==> src/logic/pie_regs.svh <==
// register offsets, bit positions and reset values of the peripheral irq enable block
`ifndef PIE_REGS_SVH
`define PIE_REGS_SVH
`define PIE_OFF_ENABLE   8'h00
`define PIE_OFF_CONTROL  8'h04
`define PIE_OFF_STATUS   8'h08
`define PIE_OFF_MASK     8'h0C
`define PIE_BIT_CMP_B    6
`define PIE_BIT_CMP_A    5
`define PIE_BIT_MEM      4
`define PIE_BIT_FREQGEN  0
`define PIE_IMPL_MASK    8'h71
`define PIE_RST_ENABLE   8'h00
`define PIE_RST_CONTROL  8'h00
`define PIE_RST_STATUS   8'h00
`define PIE_RST_MASK     8'h00
`define PIE_RESP_OKAY    2'h0
`define PIE_RESP_SLVERR  2'h2
`endif

==> src/logic/pie_pkg.sv <==
// types shared by the peripheral irq enable block
package pie_pkg;
  typedef logic [7:0] pie_byte_t;
endpackage

==> src/logic/pie_gate_if.sv <==
// interface carrying raw requests and gated requests between gate and top
`timescale 1ns/1ns
interface pie_gate_if;
  logic [7:0] raw_req;
  logic [7:0] enable;
  logic       master_en;
  logic       has_cmp_b;
  logic [7:0] gated;
  modport ctrl (output raw_req, output enable, output master_en, output has_cmp_b, input gated);
  modport gate (input raw_req, input enable, input master_en, input has_cmp_b, output gated);
endinterface

==> src/logic/pie_top.sv <==
// peripheral irq enable register with axi4-lite slave and interrupt gating
//
// Local design decisions: the placing of the registers and the AXI4-Lite slave port.
`timescale 1ns/1ns
`include "pie_regs.svh"
module pie_top
  import pie_pkg::*;
#(
  parameter bit HAS_CMP_B = 1'b1
)
(
  input  wire logic        aclk,
  input  wire logic        aresetn,
  input  wire logic        clk_en,
  input  wire logic        cmp_b_req,
  input  wire logic        cmp_a_req,
  input  wire logic        mem_task_req,
  input  wire logic        freqgen_rollover_req,
  input  wire logic [7:0]  s_axi_awaddr,
  input  wire logic        s_axi_awvalid,
  output logic             s_axi_awready,
  input  wire logic [31:0] s_axi_wdata,
  input  wire logic [3:0]  s_axi_wstrb,
  input  wire logic        s_axi_wvalid,
  output logic             s_axi_wready,
  output logic [1:0]       s_axi_bresp,
  output logic             s_axi_bvalid,
  input  wire logic        s_axi_bready,
  input  wire logic [7:0]  s_axi_araddr,
  input  wire logic        s_axi_arvalid,
  output logic             s_axi_arready,
  output logic [31:0]      s_axi_rdata,
  output logic [1:0]       s_axi_rresp,
  output logic             s_axi_rvalid,
  input  wire logic        s_axi_rready,
  output logic [7:0]       periph_irq_req,
  output logic             irq
);
  typedef struct packed {
    pie_byte_t   peripheral_irq_enable_1;
    logic        periph_master_irq_en;
    pie_byte_t   status;
    pie_byte_t   mask;
    logic        aw_held;
    logic [7:0]  aw_addr;
    logic        w_held;
    logic [31:0] w_data;
    logic        w_lane0;
    logic        bvalid;
    logic [1:0]  bresp;
    logic        rvalid;
    logic [31:0] rdata;
    logic [1:0]  rresp;
    pie_byte_t   gated;
    logic        irq;
    logic        awready;
    logic        wready;
    logic        arready;
  } pie_state_s;

  pie_state_s st_ff;
  pie_state_s nxt_st;

  pie_gate_if gif ();

  // gate instance sees the enable register and raw requests
  assign gif.raw_req   = {1'b0, cmp_b_req, cmp_a_req, mem_task_req, 3'h0, freqgen_rollover_req};
  assign gif.enable    = st_ff.peripheral_irq_enable_1;
  assign gif.master_en = st_ff.periph_master_irq_en;
  assign gif.has_cmp_b = HAS_CMP_B;

  pie_gate u_gate
  (
    .g (gif.gate)
  );

  logic aw_take;
  logic w_take;
  logic ar_take;
  logic do_write;
  logic [7:0] new_ev;

  // channel handshakes; one write and one read outstanding at a time
  assign aw_take  = s_axi_awvalid & st_ff.awready;
  assign w_take   = s_axi_wvalid & st_ff.wready;
  assign ar_take  = s_axi_arvalid & st_ff.arready;
  assign do_write = st_ff.aw_held & st_ff.w_held & ~st_ff.bvalid;
  assign new_ev   = gif.gated & ~st_ff.gated;

  // next state: bus slave, registers, sticky status
  always_comb
  begin
    nxt_st = st_ff;
    nxt_st.gated = gif.gated;
    if (aw_take)
    begin
      nxt_st.aw_held = 1'b1;
      nxt_st.aw_addr = s_axi_awaddr;
    end
    if (w_take)
    begin
      nxt_st.w_held  = 1'b1;
      nxt_st.w_data  = s_axi_wdata;
      nxt_st.w_lane0 = s_axi_wstrb[0];
    end
    if (st_ff.bvalid && s_axi_bready)
      nxt_st.bvalid = 1'b0;
    if (do_write)
    begin
      nxt_st.aw_held = 1'b0;
      nxt_st.w_held  = 1'b0;
      nxt_st.bvalid  = 1'b1;
      nxt_st.bresp   = `PIE_RESP_OKAY;
      case (st_ff.aw_addr)
        `PIE_OFF_ENABLE:
          if (st_ff.w_lane0)
            nxt_st.peripheral_irq_enable_1 = st_ff.w_data[7:0] & `PIE_IMPL_MASK;
        `PIE_OFF_CONTROL:
          if (st_ff.w_lane0)
            nxt_st.periph_master_irq_en = st_ff.w_data[0];
        `PIE_OFF_STATUS:
          if (st_ff.w_lane0)
            nxt_st.status = st_ff.status & ~st_ff.w_data[7:0];
        `PIE_OFF_MASK:
          if (st_ff.w_lane0)
            nxt_st.mask = st_ff.w_data[7:0] & `PIE_IMPL_MASK;
        default:
          nxt_st.bresp = `PIE_RESP_SLVERR;
      endcase
    end
    // new events set status after any clear, so set wins
    nxt_st.status = nxt_st.status | new_ev;
    if (st_ff.rvalid && s_axi_rready)
      nxt_st.rvalid = 1'b0;
    if (ar_take)
    begin
      nxt_st.rvalid = 1'b1;
      nxt_st.rresp  = `PIE_RESP_OKAY;
      nxt_st.rdata  = 32'h0000_0000;
      case (s_axi_araddr)
        `PIE_OFF_ENABLE:  nxt_st.rdata[7:0] = st_ff.peripheral_irq_enable_1;
        `PIE_OFF_CONTROL: nxt_st.rdata[0]   = st_ff.periph_master_irq_en;
        `PIE_OFF_STATUS:  nxt_st.rdata[7:0] = st_ff.status;
        `PIE_OFF_MASK:    nxt_st.rdata[7:0] = st_ff.mask;
        default:          nxt_st.rresp      = `PIE_RESP_SLVERR;
      endcase
    end
    nxt_st.irq = |(nxt_st.status & nxt_st.mask);
    // readies come from the next state so each one leaves a flip-flop
    nxt_st.awready = ~nxt_st.aw_held & ~nxt_st.bvalid;
    nxt_st.wready  = ~nxt_st.w_held & ~nxt_st.bvalid;
    nxt_st.arready = ~nxt_st.rvalid;
  end

  // state register, synchronous reset clears every enable
  always_ff @(posedge aclk)
  begin
    if (!aresetn)
    begin
      st_ff <= '0;
      st_ff.peripheral_irq_enable_1 <= `PIE_RST_ENABLE;
      st_ff.status <= `PIE_RST_STATUS;
      st_ff.mask   <= `PIE_RST_MASK;
      st_ff.awready <= 1'b1;
      st_ff.wready  <= 1'b1;
      st_ff.arready <= 1'b1;
    end
    else if (clk_en)
      st_ff <= nxt_st;
  end

  // outputs straight from flip-flops
  assign s_axi_awready  = st_ff.awready;
  assign s_axi_wready   = st_ff.wready;
  assign s_axi_bvalid   = st_ff.bvalid;
  assign s_axi_bresp    = st_ff.bresp;
  assign s_axi_arready  = st_ff.arready;
  assign s_axi_rvalid   = st_ff.rvalid;
  assign s_axi_rdata    = st_ff.rdata;
  assign s_axi_rresp    = st_ff.rresp;
  assign periph_irq_req = st_ff.gated;
  assign irq            = st_ff.irq;

  // checks
  a_unimpl_zero: assert property (@(posedge aclk) disable iff (!aresetn)
    (st_ff.peripheral_irq_enable_1 & ~`PIE_IMPL_MASK) == 8'h00)
    else $error("unimplemented enable bit set");
  a_rst_clears: assert property (@(posedge aclk)
    !aresetn |=> st_ff.peripheral_irq_enable_1 == 8'h00)
    else $error("enable not cleared by reset");
  a_cmp_b_gate: assert property (@(posedge aclk) disable iff (!aresetn)
    clk_en && cmp_b_req && st_ff.peripheral_irq_enable_1[6] && st_ff.periph_master_irq_en
    && HAS_CMP_B |=> periph_irq_req[6])
    else $error("second comparator request not forwarded");
  a_cmp_a_mask: assert property (@(posedge aclk) disable iff (!aresetn)
    clk_en && !st_ff.peripheral_irq_enable_1[5] |=> !periph_irq_req[5])
    else $error("first comparator request leaked");
  a_mem_gate: assert property (@(posedge aclk) disable iff (!aresetn)
    clk_en && mem_task_req && st_ff.peripheral_irq_enable_1[4] && st_ff.periph_master_irq_en
    |=> periph_irq_req[4])
    else $error("memory task request not passed");
  a_no_cmp_b: assert property (@(posedge aclk) disable iff (!aresetn)
    !HAS_CMP_B |-> !periph_irq_req[6])
    else $error("absent comparator request seen");
  a_master_off: assert property (@(posedge aclk) disable iff (!aresetn)
    clk_en && !st_ff.periph_master_irq_en |=> periph_irq_req == 8'h00)
    else $error("request passed with master enable off");
  a_freqgen_gate: assert property (@(posedge aclk) disable iff (!aresetn)
    clk_en && freqgen_rollover_req && st_ff.peripheral_irq_enable_1[0]
    && st_ff.periph_master_irq_en |=> periph_irq_req[0])
    else $error("rollover request not forwarded");

  // remaining gate directions, one per source
  a_cmp_b_mask: assert property (@(posedge aclk) disable iff (!aresetn)
    clk_en && !st_ff.peripheral_irq_enable_1[6] |=> !periph_irq_req[6])
    else $error("second comparator request leaked");

  a_cmp_a_gate: assert property (@(posedge aclk) disable iff (!aresetn)
    clk_en && cmp_a_req && st_ff.peripheral_irq_enable_1[5] && st_ff.periph_master_irq_en
    |=> periph_irq_req[5])
    else $error("first comparator request not forwarded");

  a_mem_mask: assert property (@(posedge aclk) disable iff (!aresetn)
    clk_en && !st_ff.peripheral_irq_enable_1[4] |=> !periph_irq_req[4])
    else $error("memory task request leaked");

  a_freqgen_mask: assert property (@(posedge aclk) disable iff (!aresetn)
    clk_en && !st_ff.peripheral_irq_enable_1[0] |=> !periph_irq_req[0])
    else $error("rollover request leaked");

  a_unimpl_req: assert property (@(posedge aclk) disable iff (!aresetn)
    periph_irq_req[7] == 1'b0 && periph_irq_req[3:1] == 3'h0)
    else $error("unimplemented request position active");

  // reset leaves the bus idle and every request low
  a_rst_outputs: assert property (@(posedge aclk)
    !aresetn |=> !s_axi_bvalid && !s_axi_rvalid && !irq && periph_irq_req == 8'h00)
    else $error("outputs not idle after reset");

  a_rst_readies: assert property (@(posedge aclk)
    !aresetn |=> s_axi_awready && s_axi_wready && s_axi_arready)
    else $error("channel readies low after reset");

  // write response stands until the master takes it
  a_bvalid_holds: assert property (@(posedge aclk) disable iff (!aresetn)
    s_axi_bvalid && !s_axi_bready |=> s_axi_bvalid)
    else $error("write response dropped early");

  a_bresp_stable: assert property (@(posedge aclk) disable iff (!aresetn)
    s_axi_bvalid && !s_axi_bready |=> $stable(s_axi_bresp))
    else $error("write response code changed while pending");

  a_write_busy: assert property (@(posedge aclk) disable iff (!aresetn)
    s_axi_bvalid |-> !s_axi_awready && !s_axi_wready)
    else $error("write channel ready while response pending");

  a_bvalid_timing: assert property (@(posedge aclk) disable iff (!aresetn)
    clk_en && st_ff.aw_held && st_ff.w_held && !st_ff.bvalid |=> s_axi_bvalid)
    else $error("write response late");

  // read data stands until the master takes it
  a_rvalid_holds: assert property (@(posedge aclk) disable iff (!aresetn)
    s_axi_rvalid && !s_axi_rready |=> s_axi_rvalid)
    else $error("read data dropped early");

  a_rdata_stable: assert property (@(posedge aclk) disable iff (!aresetn)
    s_axi_rvalid && !s_axi_rready |=> $stable(s_axi_rdata))
    else $error("read data changed while pending");

  a_read_busy: assert property (@(posedge aclk) disable iff (!aresetn)
    s_axi_rvalid |-> !s_axi_arready)
    else $error("read address ready while data pending");

  a_rvalid_timing: assert property (@(posedge aclk) disable iff (!aresetn)
    clk_en && s_axi_arvalid && s_axi_arready |=> s_axi_rvalid)
    else $error("read data late");

  // sticky status, set wins over a clear, level output follows
  a_status_sticky: assert property (@(posedge aclk) disable iff (!aresetn)
    clk_en && !do_write |=> (st_ff.status & $past(st_ff.status)) == $past(st_ff.status))
    else $error("status bit lost without a clear");

  a_event_sets: assert property (@(posedge aclk) disable iff (!aresetn)
    clk_en && new_ev != 8'h00 |=> (st_ff.status & $past(new_ev)) == $past(new_ev))
    else $error("event did not set its status bit");

  a_irq_level: assert property (@(posedge aclk) disable iff (!aresetn)
    irq == |(st_ff.status & st_ff.mask))
    else $error("interrupt level differs from masked status");

  // clock enable low freezes every register while aresetn is high
  a_freeze: assert property (@(posedge aclk) disable iff (!aresetn)
    !clk_en && aresetn |=> $stable(st_ff))
    else $error("state changed while clock enable low");
endmodule

==> src/logic/pie_gate.sv <==
// combinational gate that masks each request by its enable bit
`timescale 1ns/1ns
`include "pie_regs.svh"
module pie_gate
  import pie_pkg::*;
(
  pie_gate_if.gate g
);
  // per-bit gating; bits outside the implemented set never pass
  genvar i;
  localparam pie_byte_t IMPL_MASK = `PIE_IMPL_MASK; // implemented positions as a vector
  for (i = 0; i < 8; i++)
  begin : g_bit
    localparam logic IMPL = IMPL_MASK[i];
    if (i == `PIE_BIT_CMP_B)
    begin : g_cmpb
      // absent second comparator leaves nothing to gate
      assign g.gated[i] = g.raw_req[i] & g.enable[i] & g.has_cmp_b & g.master_en;
    end
    else
    begin : g_other
      assign g.gated[i] = IMPL & g.raw_req[i] & g.enable[i] & g.master_en;
    end
  end
endmodule

==> config.mk <==
export PLATFORM = sky130hd
export DESIGN_NAME = pie_top
export DESIGN_NICKNAME = d
export VERILOG_FILES = /design/src/logic/pie_pkg.sv /design/src/logic/pie_gate_if.sv /design/src/logic/pie_top.sv /design/src/logic/pie_gate.sv
export VERILOG_INCLUDE_DIRS = /design/src /design/src/logic
export SDC_FILE = /design/constraint.sdc
export NUM_CORES = 1
export LEC_CHECK = 0
export BUFFER_PORTS_ARGS = -buffer_cell sky130_fd_sc_hd__buf_4
export CAP_MARGIN = 30
export CORE_MARGIN = 3
export CORE_UTILIZATION = 49
export CTS_CLUSTER_SIZE = 14
export DETAILED_ROUTE_END_ITERATION = 16
export GPL_TIMING_DRIVEN = 0
export PLACE_DENSITY = 0.85
export SYNTH_ARGS = -nofsm -noshare
export SYNTH_HDL_FRONTEND = slang
export SYNTH_SLANG_ARGS = --single-unit
==> constraint.sdc <==
create_clock -name aclk -period 2.4 [get_ports aclk]
set_clock_uncertainty 0.15 [all_clocks]
set_input_delay 0.12 -clock aclk [delete_from_list [all_inputs] [get_ports aclk]]
set_output_delay 0.12 -clock aclk [all_outputs]
set_load 0.02 [all_outputs]
After elaboration in Yosys (flattened, before gate mapping)
Index checks and enable logic that the tools add are counted.

storage, ports and cells
  flip-flop bits (word level) = 86
  latch bits = 0
  bits in writable memories = 0
  ROM bits = 0
  output and inout port bits = 50
  memories = 0

operators by class
  add/sub/neg operators = 0
  $mul = 0
  div/mod/pow operators = 0
  $lt $le $gt $ge = 0
  equal/unequal tests = 6
  shifts and indexed selects = 0
  muxes and demuxes = 16
  bitwise gates (word level) = 26
  reduce and logical (&&, ||, !) cells = 13

operator list
  kind                count
  $mux 35             1
  $mux 34             1
  $eq 8x4->1 const B  4
  $mux 8              4
  $pmux 7 s3          1
  $mux 17             1
  $and 8x8->8         2
  $eq 8x3->1 const B  2
  $logic_not 8->1     2
  $and 1x1->1         15
  $mux 9              1
  $and 7x8->8         1
  $not 7->8           1
  $not 8->8           1
  $or 8x8->8          1
  $reduce_and 2->1    4
  $reduce_and 4->1    2
  $reduce_or 4->1     2
  $reduce_or 8->1     1
  $not 1->1           5
  $mux 2              2
  $pmux 1 s4          1
  $mux 1              3
  $mux 3              1
  $logic_and 1x1->1   2

Depth between registers and ports, before layout
  word-level depth = 8
  mapped depth = 7
  depth with buffers taken out = 6

By module
From an unflattened synthesis, not the netlist that was laid out.

second synthesis, totals
  cell total of the unflattened synthesis = 384
  area total of the unflattened synthesis = 3,334.4 um2

modules (own cells, without submodules)
  module    instances  cells an instance  area an instance (um2)  sequential area each (um2)
  pie_top   1          375                3,269.4                 1,281.2
  pie_gate  1          9                  65.1                    0.0

Worst setup path after synthesis
OpenSTA, ideal clock, no wires.

  kind = flip-flop to flip-flop
  start point = register st_ff (netlist bit s_axi_bvalid)
  end point = register st_ff (netlist bit irq)
  data arrival time = 1.721 ns
  data required time = 2.123 ns
  setup slack = 0.402 ns
  stages on the path, launching flop included = 7
  buffers on the path = 0
  period minus slack after synthesis = 1.998 ns
  cells stage by stage = dfxtp_1 and4b_1 nand3_2 or4_1 o211ai_1 a31oi_1 or3_1

on the way
  word-level cells in the longest chain between the ends = 6

RTL lines
  item                    line            RTL
  from (decl)             pie_top.sv:61   pie_state_s st_ff;
  from (signal assigned)  pie_top.sv:169  st_ff <= nxt_st;
  $not 1->1 *             pie_top.sv:87   assign do_write = st_ff.aw_held & st_ff.w_held & ~st_ff.bvalid;
  $and 1x1->1 *           pie_top.sv:87
  $mux 17 *               pie_top.sv:108  if (do_write)
  $or 8x8->8              pie_top.sv:132  nxt_st.status = nxt_st.status | new_ev;
  $and 8x8->8 *           pie_top.sv:148  nxt_st.irq = |(nxt_st.status & nxt_st.mask);
  $reduce_or 8->1 *       pie_top.sv:148

Mark *: on every way between the ends. The rest lies on a longest branch, timed or not.
A chain may end at the register's enable or synchronous reset.

Worst setup path after layout
  start point = register st_ff[84] in the netlist's numbering
  end point = register st_ff (netlist bit irq)

on the way
  word-level cells in the longest chain between the ends = 6
  elaborated cells between the ends (all ways) = 8
  classes of those cells = eq/ne (2); mux (3); bitwise (2); reduce/logical (1)

RTL lines
  item               line            RTL
  $eq 8x4->1         pie_top.sv:114  case (st_ff.aw_addr)
  $mux 8             pie_top.sv:114
  $mux 17 *          pie_top.sv:108
  $or 8x8->8         pie_top.sv:132
  $and 8x8->8 *      pie_top.sv:148
  $reduce_or 8->1 *  pie_top.sv:148

Marked as above.

==> key figures <==
Detailed routing
  • DRC viols: 0
  • WL met1: 3.03 mm
  • DR iter-0 viols: 135
  • Vias: 2772
  • Met3 Routed Length: 590 um
  • Met2 wire length: 3.67 mm
  • Top sig layer: met4
  • Routed WL per cell: 13.4 um
  • Total Wirelength: 7.44 mm
  • Via/cell ratio: 4.99
  • Post-DRT Antenna Nets: 0
  • Initial DRT Pass Iterations: 4

Synthesis
  • Main synth FF type: dfxtp_1
  • Main combinational cell family by area after synthesis: simple AND/OR/NAND/NOR gates
  • Share of flip-flops with an asynchronous set or reset: 0%
  • Yosys cell types: 44
  • Mux contribution to synthesized area: 6.81%
  • Mean Syn Cell Area: 8.61 um2
  • Largest area contributor in the netlist: dfxtp_1
  • Sequential share of the synthesized area: 39.6%
  • Mapped cell area: 3030 um2
  • Adder-cell share of the synthesized area: 0%
  • Post-Synth XOR/XNOR Area: 0%
  • Post-synthesis simple-gate area fraction: 24.5%
  • Yosys reg bits: 60
  • Area fraction of the dominant cell type after synthesis: 39.6%
  • Synth Area in Compound Gates: 15.4%
  • EDFF count, synth: 0
  • Post-Syn Instances: 352
  • Yosys warns: 0
  • Top cells by area, synth: dfxtp_1, buf_4, nand2_1, a21boi_0, mux2i_1

Pwr
  • PwrDens: 577 nW/um2
  • Psw: 0.572 mW
  • Worst-case vdd ir drop: 0.423 mV
  • Pint: 1.84 mW
  • Clk pwr share: 44.0%
  • Total power: 2.41 mW
  • Comb power frac: 12.7%
  • Reg power frac: 43.3%
  • LEAKAGE: 1.83 nW
  • Switching Fraction: 23.7%

Timing
  • Min cycle time layout: 2.22 ns
  • Final Max Slew Viols: 0
  • Fmax: 0.451 GHz
  • Hold Violations, Final: 0
  • Final Cycle Share: 92.4%
  • Fin Setup TNS: 0 ns
  • Endpoints failing setup: 0
  • Slew HR: 44.1%
  • Unrepaired setup endpoints after global routing: yes
  • Least-Margin Pin Slew: 0.832 ns

Global route
  • Tot GR Track Use: 21.5%
  • Grt total ovfl: 0
  • First-pass GRT wire length: 12.3 mm
  • Pin count of the biggest net entering global routing: 11
  • Vias in the first global route: 2714
  • Initial antenna violation count: 0

Finish
  • Fillcell total: 498
  • Final #Nets: 540
  • Layout cell share with drive strength beyond 1: 26.2%
  • Fin cells: 556
  • Fin util: 70.0%
  • P&R area growth vs syn: 37.7%
  • Antenna Diode Count: 0
  • Design area: 4170 um2

Clock tree
  • TritonCTS Sinks: 60
  • Clk slew on worst S/H paths: 0.07 ns
  • Clock Latency Late Sink: 0.34 ns
  • Root Buffer: clkbuf_8
  • CTS resizes: 0
  • Post-CTS setup buffer count: 0
  • CTS tree: done
  • CTS Buf Count: 9
  • Htree depth: 3
  • Clk buf depth: 2

Place
  • Port Buf Inserts: 55
  • Final GP Congestion: 0.883
  • Dpl cell area: 3650 um2
  • DP HPWL: 5.24 mm
  • # placed instances: 511

Worst setup path
  • Worst stage delay on the critical path: 0.39 ns
  • Worst R2R Setup Slack: 0.18 ns
  • Critical-path maximum fanout: 10
  • Critical Path Sink Type: flip-flop
  • Worst path slowest cell: or3_1
  • Worst setup SP type: flip-flop
  • Delay-heaviest family, CP: simple AND/OR/NAND/NOR gates
  • CP Class: flip-flop to flip-flop
  • Crit path required time: 2.47 ns
  • CP arrival: 2.29 ns
  • Worst path cell trace: nor4_4, and3_2, buf_6, a21oi_1, a311oi_1, a211oi_1, or3_1
  • Critical path buffers and inverters: 1

Job
  • Max cap viols: 0

Floorplanning
  • Die height: 84.6 um
  • # rows: 28
  • Die area: 7160 um2
  • I/O Pins: 114
  • Die X: 84.6 um
  • Starting Density: 50.9%
  • Core area: 5960 um2

Min path
  • HP Class: primary input to flip-flop

Outcome
  • Status: completed
==> cell usage in the layout, fill, tap and decap left out, types with 3 or more instances in the layout <==
| cell type | n |
|---|---|
| dfxtp_1 | 60 |
| conb_1 | 30 |
| and2_1 | 8 |
| nand3_1 | 7 |
| clkbuf_1 | 14 |
| a22oi_1 | 7 |
| o211ai_1 | 3 |
| and3_1 | 6 |
| buf_4 | 99 |
| mux2i_1 | 15 |
| a31oi_1 | 3 |
| a21boi_0 | 25 |
| a21oi_1 | 8 |
| nor2_1 | 13 |
| nor2b_1 | 13 |
| inv_1 | 3 |
| or4_1 | 3 |
| mux2_2 | 3 |
| nand2_1 | 66 |
| and4b_1 | 4 |
| nand4_1 | 4 |
| o21ai_0 | 13 |
| dlygate4sd3_1 | 29 |
| clkbuf_8 | 12 |
==> worst paths after layout <==
check	from	end	cells past startpoint
setup reg to reg	st_ff[84]	irq	7
setup / recovery	st_ff[84]	irq	7
hold / removal	s_axi_araddr[1]	s_axi_rresp[1]	4
hold reg to reg	st_ff[102]	st_ff[102]	2
==> worst register-to-register path, cell delays in order (launching register included) <==
cell and delay, ns:
dfxtp_1 0.33, nor4_4 0.37, and3_2 0.31, buf_6 0.15, a21oi_1 0.07, a311oi_1 0.26
a211oi_1 0.07, or3_1 0.39
==> sequential cells by signal, summed over array words and instances (netlist names) <==
signal          cells
st_ff              35
s_axi_rdata         8
gif.enable          4
periph_irq_req      4
gif.master_en       1
irq                 1
s_axi_arready       1
s_axi_awready       1
s_axi_bresp         1
s_axi_bvalid        1
s_axi_rresp         1
s_axi_rvalid        1
s_axi_wready        1
==> cell families after synthesis <==
logic type	count (synthesis)
DFF	60
other	1
and+or+nand+nor	140
AOI/OAI and AO/OA	69
muxes	19
buffers and inverters	63
==> Yosys cell counts (all sizes together), types with 8 or more instances <==
library cell	instances
nand2	66
a21boi	25
mux2i	15
o21ai	13
dfxtp	60
nor2	13
and2	8
a21oi	8
clkbuf	14
nand3	8
nor2b	13
buf	45
==> routing by layer <==
layer	vias to the layer above	GRT usage (%)
met2	107	38.6
met1	1252	23.9
met3	16	6.87
li1	1397	-
met4	0	7.34
met5	-	0
==> power groups by stage <==
stage	Combinational, mW	Sequential, mW	Clock (mW)
detailed placement	0.264	1.06	0
global route	0.334	1.05	1.11
finish	0.307	1.04	1.06
CTS	0.302	1.04	1.07
global placement	0.261	1.06	0
floorplan	0.170	1.07	0
==> timing repair <==
item / CTS / global route
endpoints found under the hold margin: 26 / 0
hold buffers: 29 / 0
setup endpoints to repair: 0 / 1
==> layout make-up <==
type	count	area [um2]	area share, %
Clock buffer	12	165	3.96
Tap cell	75	93.8	2.25
Multi-Input combinational cell	258	1530	36.7
Inverter	4	15.0	0.360
Sequential cell	60	1200	28.8
Buffer	59	394	9.45
Clock inverter	4	70.1	1.68
Timing Repair Buffer	84	703	16.9
==> through the flow <==
stage	worst slack, ns	hold WS (ns)
finish	0.182	0.0500
global route	-0.00297	0.0687
CTS	0.167	0.0477
detailed placement	0.184	0.241
global placement	0.187	0.235
floorplan	0.402	0.115
No activity file was read; power rests on OpenSTA's default activity.
